[config.mk]
export PLATFORM = sky130hd
export DESIGN_NAME = ctj_seq
export DESIGN_NICKNAME = d
export VERILOG_FILES = /design/src/ctj_pkg.sv /design/src/ctj_seq.sv
export SDC_FILE = /design/constraint.sdc
export NUM_CORES = 2
export LEC_CHECK = 0
export BUFFER_PORTS_ARGS = -buffer_cell sky130_fd_sc_hd__buf_2
export CAP_MARGIN = 30
export CORE_MARGIN = 5
export CORE_UTILIZATION = 70
export CTS_CLUSTER_SIZE = 16
export DETAILED_ROUTE_END_ITERATION = 10
export PLACE_DENSITY = 0.89
export SYNTH_ARGS = -nofsm -noshare
export SYNTH_HDL_FRONTEND = slang
export SYNTH_SLANG_ARGS = --single-unit
[constraint.sdc]
create_clock -name mclk_in -period 20 [get_ports mclk_in]
set_clock_uncertainty 0.05 [all_clocks]
set_input_delay 1 -clock mclk_in [delete_from_list [all_inputs] [get_ports mclk_in]]
set_output_delay 1 -clock mclk_in [all_outputs]
set_load 0.02 [all_outputs]
[src/ctj_pkg.sv]
// Constants and carrier types of the continuity test sequencer
`default_nettype none
package ctj_pkg;
  // Time base: 100 MHz clock, 0.1 s timer step, 0.5 s start window
  localparam int CLK_PERIOD_NS = 10;
  localparam int TICK_NS = 100_000_000;
  localparam int TICK_CYC = TICK_NS / CLK_PERIOD_NS;
  localparam int DA_WIN_NS = 500_000_000;
  localparam int DA_WIN_CYC = DA_WIN_NS / CLK_PERIOD_NS;
  localparam int CNT_W = 27;
  // Register byte offsets
  localparam logic [7:0] OFS_CTRL = 8'h00;
  localparam logic [7:0] OFS_LOWER = 8'h04;
  localparam logic [7:0] OFS_UPPER = 8'h08;
  localparam logic [7:0] OFS_TIME = 8'h0C;
  localparam logic [7:0] OFS_HOLD = 8'h10;
  localparam logic [7:0] OFS_CURR = 8'h14;
  localparam logic [7:0] OFS_CMD = 8'h18;
  localparam logic [7:0] OFS_STAT = 8'h1C;
  localparam logic [7:0] OFS_MEAS = 8'h20;
  localparam logic [7:0] OFS_TDISP = 8'h24;
  localparam logic [7:0] OFS_OFFSET = 8'h28;
  // Control register bit positions
  localparam int CB_TIMER = 0;
  localparam int CB_LOW = 1;
  localparam int CB_OFFS = 2;
  localparam int CB_MOM = 3;
  localparam int CB_DBL = 4;
  localparam int CB_HOLDINF = 5;
  localparam int CB_OFFRUN = 6;
  // Values after reset
  localparam logic [7:0] CTRL_RST = 8'h01;
  localparam logic [15:0] LOWER_RST = 16'h0001;
  localparam logic [15:0] UPPER_RST = 16'h0064;
  localparam logic [15:0] TIME_RST = 16'h001E;
  localparam logic [7:0] HOLD_RST = 8'h02;
  localparam logic [15:0] CURR_RST = 16'h00FA;
  // Setting ranges (mohm, 10 mV, 0.1 s units)
  localparam logic [15:0] LIM_MIN = 16'h0001;
  localparam logic [15:0] RES_MAX_STD = 16'h04B0;
  localparam logic [15:0] RES_MAX_HI = 16'h0258;
  localparam logic [15:0] VOLT_MAX = 16'h021C;
  localparam logic [15:0] DUR_MIN = 16'h0003;
  localparam logic [15:0] DUR_MAX = 16'h2706;
  localparam logic [15:0] DUR_FINE_TOP = 16'h03E7;
  localparam logic [7:0] HOLD_MIN = 8'h02;
  localparam logic [7:0] HOLD_MAX = 8'h64;
  localparam logic [15:0] DISP_MAX = 16'h2706;
  // Test current times upper limit, in 0.1 mV, for 5.4 V
  localparam logic [31:0] VOLT_LIM = 32'h0000D2F0;
  localparam int MAX_VA_DEF = 500;

  typedef enum logic [4:0] {
    ST_READY = 5'b00001,
    ST_TEST = 5'b00010,
    ST_PASS = 5'b00100,
    ST_FAIL = 5'b01000,
    ST_OFFS = 5'b10000
  } state_t;

  typedef struct packed {
    logic ready;
    logic testing;
    logic test_lamp;
    logic pass_lamp;
    logic fail_lamp;
    logic buzzer;
    logic fail_down;
    logic fail_up;
    logic order_err;
    logic voltage_range_error;
    logic power_range_error;
    logic time_blink;
  } ind_t;
endpackage
`default_nettype wire

[src/ctj_seq.sv]
// Test sequencing, judgment and register file of the continuity tester
//
// Local design decisions: the register offsets and the APB register port.
`timescale 1ns/10ps
`default_nettype none
// Operation
// - Resistance lower limit 0.001..1.200 ohm, or 0.600 on high variant
// - Lower above upper with low check on: blink order error, no start
// - Voltage lower limit 0.01..5.40 V in 0.01 V steps
// - Timer on: PASS and finish when duration elapses within limits
// - Timer off: test runs until FAIL or stop
// - Duration 0.3..999 s, 0.1 s steps to 99.9, 1 s above
// - Offset on: stored offset subtracted before display and judgment
// - Offset run latches value on stop or expiry, back to ready
// - Current times upper limit over 5.4 V blocks start, blinks error
// - Settings over rated output block start, blink power error
// - No test start while in protection
// - No start while panel or remote stop asserted
// - Double action: start only within half second after stop
// - Momentary: test only while START held, release acts as stop
// - START in ready enters testing, shows testing, lights lamp
// - Time counts down with timer, up without; blinking 999 above
// - Test ends on expiry, out-of-limit, stop or protection
// - Low check on: between limits passes; off: below upper passes
// - FAIL shows down or up indication, fail lamp, buzzer
// - PASS shows indication, lamp, buzzer for hold time or forever
// - Stop with timer off gives no judgment, no pass
// - FAIL held with value and elapsed time until stop clears it
// - Method command toggles resistance/voltage basis of limits
// - Lower limit checking can be disabled, then ignored
module ctj_seq #(
  parameter int TICK_CYCLES = ctj_pkg::TICK_CYC,
  parameter int DA_CYCLES = ctj_pkg::DA_WIN_CYC,
  parameter int MAX_VA = ctj_pkg::MAX_VA_DEF,
  parameter logic [15:0] RES_MAX = ctj_pkg::RES_MAX_STD
) (
  input wire logic mclk_in,
  input wire logic reset_n_in,
  input wire logic ce_in,
  input wire logic psel_in,
  input wire logic penable_in,
  input wire logic pwrite_in,
  input wire logic [7:0] paddr_in,
  input wire logic [31:0] pwdata_in,
  output logic [31:0] prdata_out,
  output logic pready_out,
  output logic pslverr_out,
  input wire logic start_sw_in,
  input wire logic stop_sw_in,
  input wire logic remote_stop_in,
  input wire logic protect_in,
  input wire logic meas_valid_in,
  input wire logic [15:0] meas_value_in,
  output ctj_pkg::ind_t ind_out,
  output logic output_on_out,
  output logic [15:0] time_disp_out,
  output logic [15:0] meas_disp_out
);
  import ctj_pkg::*;

  typedef struct packed {
    state_t st;
    logic start1, start2, start3;
    logic stop1, stop2;
    logic rem1, rem2;
    logic prot1, prot2;
    logic [7:0] ctrl;
    logic method_volt;
    logic [15:0] lower;
    logic [15:0] upper;
    logic [15:0] dur;
    logic [7:0] hold;
    logic [15:0] curr;
    logic [15:0] offset;
    logic [15:0] raw;
    logic [15:0] meas;
    logic [15:0] elapsed;
    logic [7:0] hold_cnt;
    logic [CNT_W-1:0] tcnt;
    logic [CNT_W-1:0] dwin;
    logic blink;
    logic fail_lo;
    logic fail_hi;
    logic [31:0] prd;
  } st_t;

  st_t s, n;
  logic tick, start_edge, stop_any, stop_req, expired;
  logic order_err, volt_err, pow_err, start_ok;
  logic low_bad, high_bad, fail_now;
  logic [15:0] corr, lim_max;
  logic [31:0] vprod;
  logic [47:0] pprod;
  logic [31:0] rdata;
  logic mapped, wr_acc;

  // Clamp a written value into its legal range
  function automatic logic [15:0] clampv(input logic [15:0] v,
      input logic [15:0] lo, input logic [15:0] hi);
    clampv = (v < lo) ? lo : ((v > hi) ? hi : v);
  endfunction

  // Derived conditions from settings and synchronised pins
  always_comb begin
    tick = (s.tcnt == CNT_W'(TICK_CYCLES - 1));
    start_edge = s.start2 & ~s.start3;
    stop_any = s.stop2 | s.rem2;
    // Momentary release counts as a stop while running
    stop_req = stop_any | (s.ctrl[CB_MOM] & ~s.start2);
    expired = s.ctrl[CB_TIMER] && (s.elapsed >= s.dur);
    lim_max = s.method_volt ? VOLT_MAX : RES_MAX;
    order_err = s.ctrl[CB_LOW] && (s.lower > s.upper);
    vprod = s.curr * s.upper;
    // Only resistance limits imply a voltage at the output
    volt_err = ~s.method_volt && (vprod > VOLT_LIM);
    pprod = {16'h0000, vprod} * {32'h0, s.curr};
    if (s.method_volt) begin
      pow_err = vprod > 32'(MAX_VA * 1000);
    end else begin
      pow_err = pprod > 48'(MAX_VA * 100000);
    end
    // Saturate so a large offset never wraps the reading
    if (s.ctrl[CB_OFFS]) begin
      corr = (meas_value_in > s.offset) ?
             16'(meas_value_in - s.offset) : 16'h0000;
    end else begin
      corr = meas_value_in;
    end
    low_bad = s.ctrl[CB_LOW] && (corr < s.lower);
    high_bad = corr > s.upper;
    fail_now = meas_valid_in && (low_bad || high_bad);
    start_ok = start_edge && ~s.prot2 && ~stop_any
             && ~order_err && ~volt_err && ~pow_err
             && (~s.ctrl[CB_DBL] || (s.dwin != '0));
  end

  // APB decode; reads are captured in the setup cycle
  always_comb begin
    mapped = 1'b1;
    rdata = 32'h0000_0000;
    unique case (paddr_in)
      OFS_CTRL: rdata = {23'h0, s.method_volt, s.ctrl};
      OFS_LOWER: rdata = {16'h0, s.lower};
      OFS_UPPER: rdata = {16'h0, s.upper};
      OFS_TIME: rdata = {16'h0, s.dur};
      OFS_HOLD: rdata = {24'h0, s.hold};
      OFS_CURR: rdata = {16'h0, s.curr};
      OFS_CMD: rdata = 32'h0000_0000;
      OFS_STAT: rdata = {20'h0, s.prot2, pow_err, volt_err,
                         order_err, s.fail_hi, s.fail_lo,
                         s.dwin != '0, s.st};
      OFS_MEAS: rdata = {16'h0, s.meas};
      OFS_TDISP: rdata = {16'h0, time_disp_out};
      OFS_OFFSET: rdata = {16'h0, s.offset};
      default: mapped = 1'b0;
    endcase
    wr_acc = psel_in & penable_in & pwrite_in & mapped;
  end

  assign pready_out = ce_in;
  assign pslverr_out = psel_in & penable_in & ~mapped;
  assign prdata_out = s.prd;

  // Next state of the whole block
  always_comb begin
    n = s;
    n.start1 = start_sw_in;
    n.start2 = s.start1;
    n.start3 = s.start2;
    n.stop1 = stop_sw_in;
    n.stop2 = s.stop1;
    n.rem1 = remote_stop_in;
    n.rem2 = s.rem1;
    n.prot1 = protect_in;
    n.prot2 = s.prot1;
    if (psel_in && !penable_in) begin
      n.prd = rdata;
    end
    // Register writes take effect in the access phase
    if (wr_acc) begin
      unique case (paddr_in)
        OFS_CTRL: n.ctrl = {1'b0, pwdata_in[6:0]};
        OFS_LOWER: n.lower = clampv(pwdata_in[15:0], LIM_MIN,
                                    lim_max);
        OFS_UPPER: n.upper = clampv(pwdata_in[15:0], LIM_MIN, lim_max);
        OFS_TIME: begin
          n.dur = clampv(pwdata_in[15:0], DUR_MIN, DUR_MAX);
          if (n.dur > DUR_FINE_TOP) begin
            n.dur = 16'(n.dur - (n.dur % 16'd10));
          end
        end
        OFS_HOLD: begin
          if (pwdata_in[7:0] < HOLD_MIN) begin
            n.hold = HOLD_MIN;
          end else if (pwdata_in[7:0] > HOLD_MAX) begin
            n.hold = HOLD_MAX;
          end else begin
            n.hold = pwdata_in[7:0];
          end
        end
        OFS_CURR: n.curr = pwdata_in[15:0];
        OFS_CMD: begin
          if (pwdata_in[0]) begin
            n.method_volt = ~s.method_volt;
          end
        end
        default: n.ctrl = s.ctrl;
      endcase
    end
    // Start window reloads while stop held, runs down after release
    if (stop_any) begin
      n.dwin = CNT_W'(DA_CYCLES);
    end else if (s.dwin != '0) begin
      n.dwin = s.dwin - 1'b1;
    end
    // 0.1 s time base; also drives the blink phase
    n.tcnt = tick ? '0 : s.tcnt + 1'b1;
    if (tick) begin
      n.blink = ~s.blink;
    end
    // Sequencer
    unique case (s.st)
      ST_READY: begin
        if (start_ok) begin
          n.st = s.ctrl[CB_OFFRUN] ? ST_OFFS : ST_TEST;
          n.elapsed = 16'h0000;
          n.tcnt = '0;
          n.fail_lo = 1'b0;
          n.fail_hi = 1'b0;
        end
      end
      ST_TEST: begin
        if (meas_valid_in) begin
          n.meas = corr;
        end
        if (tick && s.elapsed != 16'hFFFF) begin
          n.elapsed = s.elapsed + 1'b1;
        end
        // Stop outranks both judgments in the same cycle
        if (stop_req || s.prot2) begin
          n.st = ST_READY;
        end else if (fail_now) begin
          n.st = ST_FAIL;
          n.fail_lo = low_bad;
          n.fail_hi = high_bad & ~low_bad;
          n.elapsed = s.elapsed;
        end else if (expired) begin
          n.st = ST_PASS;
          n.hold_cnt = 8'h00;
        end
      end
      ST_PASS: begin
        if (tick && s.hold_cnt != 8'hFF) begin
          n.hold_cnt = s.hold_cnt + 1'b1;
        end
        if (stop_any || (!s.ctrl[CB_HOLDINF]
            && s.hold_cnt >= s.hold)) begin
          n.st = ST_READY;
        end
      end
      ST_FAIL: begin
        if (stop_any) begin
          n.st = ST_READY;
          n.fail_lo = 1'b0;
          n.fail_hi = 1'b0;
        end
      end
      ST_OFFS: begin
        if (meas_valid_in) begin
          n.raw = meas_value_in;
        end
        if (tick && s.elapsed != 16'hFFFF) begin
          n.elapsed = s.elapsed + 1'b1;
        end
        if (s.prot2) begin
          n.st = ST_READY;
        end else if (stop_req || expired) begin
          n.offset = s.raw;
          n.st = ST_READY;
        end
      end
      default: n.st = ST_READY;
    endcase
  end

  // Single state register, frozen while the clock enable is low
  always_ff @(posedge mclk_in) begin
    if (!reset_n_in) begin
      s <= '0;
      s.st <= ST_READY;
      s.ctrl <= CTRL_RST;
      s.lower <= LOWER_RST;
      s.upper <= UPPER_RST;
      s.dur <= TIME_RST;
      s.hold <= HOLD_RST;
      s.curr <= CURR_RST;
    end else if (ce_in) begin
      s <= n;
    end
  end

  // Time display: remaining with timer, elapsed otherwise or on FAIL
  always_comb begin
    if (s.st == ST_TEST && s.ctrl[CB_TIMER]) begin
      time_disp_out = (s.dur > s.elapsed) ?
                      16'(s.dur - s.elapsed) : 16'h0000;
    end else if (s.elapsed > DISP_MAX) begin
      time_disp_out = DISP_MAX;
    end else begin
      time_disp_out = s.elapsed;
    end
  end

  // Indicators decoded from registered state
  always_comb begin
    ind_out.order_err = order_err & s.blink;
    ind_out.voltage_range_error = volt_err & s.blink;
    ind_out.power_range_error = pow_err & s.blink;
    ind_out.ready = (s.st == ST_READY) && !order_err && !volt_err
                    && !pow_err && !s.prot2
                    && (!s.ctrl[CB_DBL] || s.dwin != '0);
    ind_out.testing = (s.st == ST_TEST) || (s.st == ST_OFFS);
    ind_out.test_lamp = ind_out.testing;
    ind_out.pass_lamp = (s.st == ST_PASS);
    ind_out.fail_lamp = (s.st == ST_FAIL);
    ind_out.buzzer = ind_out.pass_lamp | ind_out.fail_lamp;
    ind_out.fail_down = ind_out.fail_lamp & s.fail_lo;
    ind_out.fail_up = ind_out.fail_lamp & s.fail_hi;
    ind_out.time_blink = (s.elapsed > DISP_MAX) & s.blink
                         & !(s.st == ST_TEST && s.ctrl[CB_TIMER]);
  end

  assign output_on_out = ind_out.testing;
  assign meas_disp_out = s.meas;
endmodule
`default_nettype wire

==> impl_results.md <==
* Main flop type after synthesis: dfxtp_1
* Cts bufs inserted at 22
* Yosys warnings at 0
* Layout area overhead at 3.64%
* Core occupancy in the finished layout at 73.1%
* Initial Util at 70.5%
* Post-DP HPWL at 88000 µm
* Worst-margin pin slew at 1.11 ns
* Crit path required time at 18.95 ns
* Flops & latches, synth at 239
* EDFF count, synth at 0
* Remaining antenna violation count at 0
* Count of input and output buffers at 113
* Most common cell after layout, fill and taps aside: nand2_1
* Die Wd at 253 µm
* Vias per cell at 6.38
* RSZ-0062 raised after global routing: false
* Family with the most delay on the worst path: adder cells
* Total power at 1.26 mW
* PD cells at 29.3 nW/µm²
* # IOs at 146
* Most frequent CP cell: fa_1
* Sink Count at 239
* Residual DRC at 0
* Vias in the first global route at 37600
* Final WL at 117000 µm
* CTS Hold Bufs at 0
* Starting DRT DRC Count at 3972
* Seq/Total Area, Yosys at 11.5%
* Total GRT Usage at 36.2%
* Via count at 37200
* Clk root buf: clkbuf_16
* HP Class: reg2reg
* Distinct cell type count after synthesis at 97
* Status: completed
* Synth Area per Inst at 8.07 µm²
* Final count of hold timing violations at 0
* Site row count at 89
* Max Cap Viol at 0
* VDD IR max at 0.0000894 V
* Synth area leader: fa_1
* Critical Path Start Type: flop
* Finish-stage setup viols at 0
* CTS H-Tree Depth at 1
* Final #Nets at 6054
* Fin crit share at 81.4%
* Slew headroom at 26.0%
* GRT overflow at 0
* Die Area at 64200 µm²
* Post-cts sizing count at 0
* Slowest CP cell: nor3b_2
* CP max FO at 33
* Area share of the largest cell type after synthesis at 29.7%
* Core area at 58800 µm²
* Gp weighted congestion at 1.04
* Syn Std Cell Area at 41500 µm²
* Worst Setup End Kind: output pin
* Initial antenna violation count at 3
* Fin area at 43000 µm²
* Clk buf depth at 3
* Area contributors post-synth: fa_1, dfxtp_1, ha_1
* # Post-CTS Setup Buffers at 0
* Cells after Synth at 5136
* First-pass GRT wire length at 190000 µm
* CP Class: reg2out
* Leak at 19.8 nW
* Post-layout minimum cycle time at 16.28 ns
* Die height at 253 µm
* DRT Pass-1 Iters at 9
* Asr flop ratio synth at 0%
* CP bufs+invs at 9
* Share of layout cells above drive strength 1 at 5.34%
* Setup Total Neg Slack at 0 ns
* Slowest stage delay, CP at 0.66 ns
* Reg clk slew, reported paths at 0.07 ns
* Placed Instance Area at 42200 µm²
* Wire length per cell at 20.1 µm
* Slew Viols, Final at 0
* Maximum number of pins on one net before global-route repair at 81
* Most frequent cells in the layout: nand2_1, inv_1, fa_1
* TritonCTS clock tree: yes
* Peak Freq at 61.4 MHz
* Worst skew pair latency at 0.54 ns
* WP data arrival at 15.23 ns
## layout make-up
| class | count | area [µm²] |
|---|---|---|
| clock buffer | 25 | 582 |
| antenna | 3 | 7.51 |
| clock inverter | 15 | 201 |
| tap | 773 | 967 |
| sequential | 239 | 4800 |
| inverter | 749 | 2810 |
| timing repair buffer | 173 | 1020 |
| multi-input combinational | 3851 | 32600 |
| fill | 4384 | 15800 |
## Yosys cell counts (51+ instances only)
| master | n |
|---|---|
| nand2_1 | 843 |
| inv_1 | 747 |
| fa_1 | 614 |
| ha_1 | 337 |
| nor2_1 | 269 |
| clkbuf_1 | 256 |
| dfxtp_1 | 239 |
| a21oi_1 | 228 |
| and2_1 | 215 |
| o21ai_0 | 146 |
| nand3_1 | 93 |
| xnor2_1 | 83 |
| and3_1 | 76 |
| a21o_1 | 72 |
| nor3_1 | 62 |
| nand2b_1 | 56 |
| buf_4 | 51 |
## report_power, final
group          switching [mW]  total [mW]  internal, mW
sequential             0.0247       0.526         0.501
combinational           0.157       0.264         0.107
clock                   0.204       0.468         0.264
## kinds of logic (layout without fill, tap and decap cells)
family / count (synthesis) / count (layout) / share of synthesized area (%)
xor+xnor: 117 / 117 / 2.47
mux: 43 / 43 / 1.05
buf+inv: 1072 / 962 / 10.2
other cells: 2 / 31 / 0.0181
flops: 239 / 239 / 11.5
fa+ha+maj: 952 / 952 / 39.8
simple gates: 1844 / 1844 / 21.0
compound gates: 867 / 867 / 13.8
## sequential cells by signal, indices dropped and copies added, names as in the netlist
name           cells
n                  5
prdata_out        16
meas_disp_out     16
s                202
## final timing paths
path | startpoint | to | slack, ns | cells after the start
worst max-delay path | s[169] | ind_out[11] | 3.72 | 43
worst min-delay path | s[88] | s[88] | 0.41 | 1
worst max register to register | s[169] | s[104] | 4.34 | 44
worst min register to register | s[88] | s[88] | 0.41 | 1
## per-layer routing
metal	track usage (%)	wire length [µm]	part of all wire, %	vias up
li1	-	-	-	16500
met1	49.3	44400	38	18100
met2	56.9	53300	46	2183
met3	7.49	13600	12	447
met4	14.9	5770	4.9	0
met5	0	0	0	-
## worst reg2reg max path: cells and delay by family (launching register included)
family,cells,cell delay [ns]
xor+xnor,1,0.19
buf+inv,8,1.12
flops,1,0.61
fa+ha+maj,14,6.88
compound gates,11,3.46
simple gates,10,3.22
## stage by stage
stage / hold WS [ns] / setup slack, ns / cells
2_1_floorplan: 0.369 / 6.24 / 5162
3_3_place_gp: 0.385 / 4.83 / 5782
3_5_place_dp: 0.393 / 4.66 / 5785
4_1_cts: 0.404 / 4.04 / 5825
5_1_grt: 0.424 / 2.99 / 5827
6_report: 0.406 / 3.72 / 5828
Power figures use the tool's default switching activity.
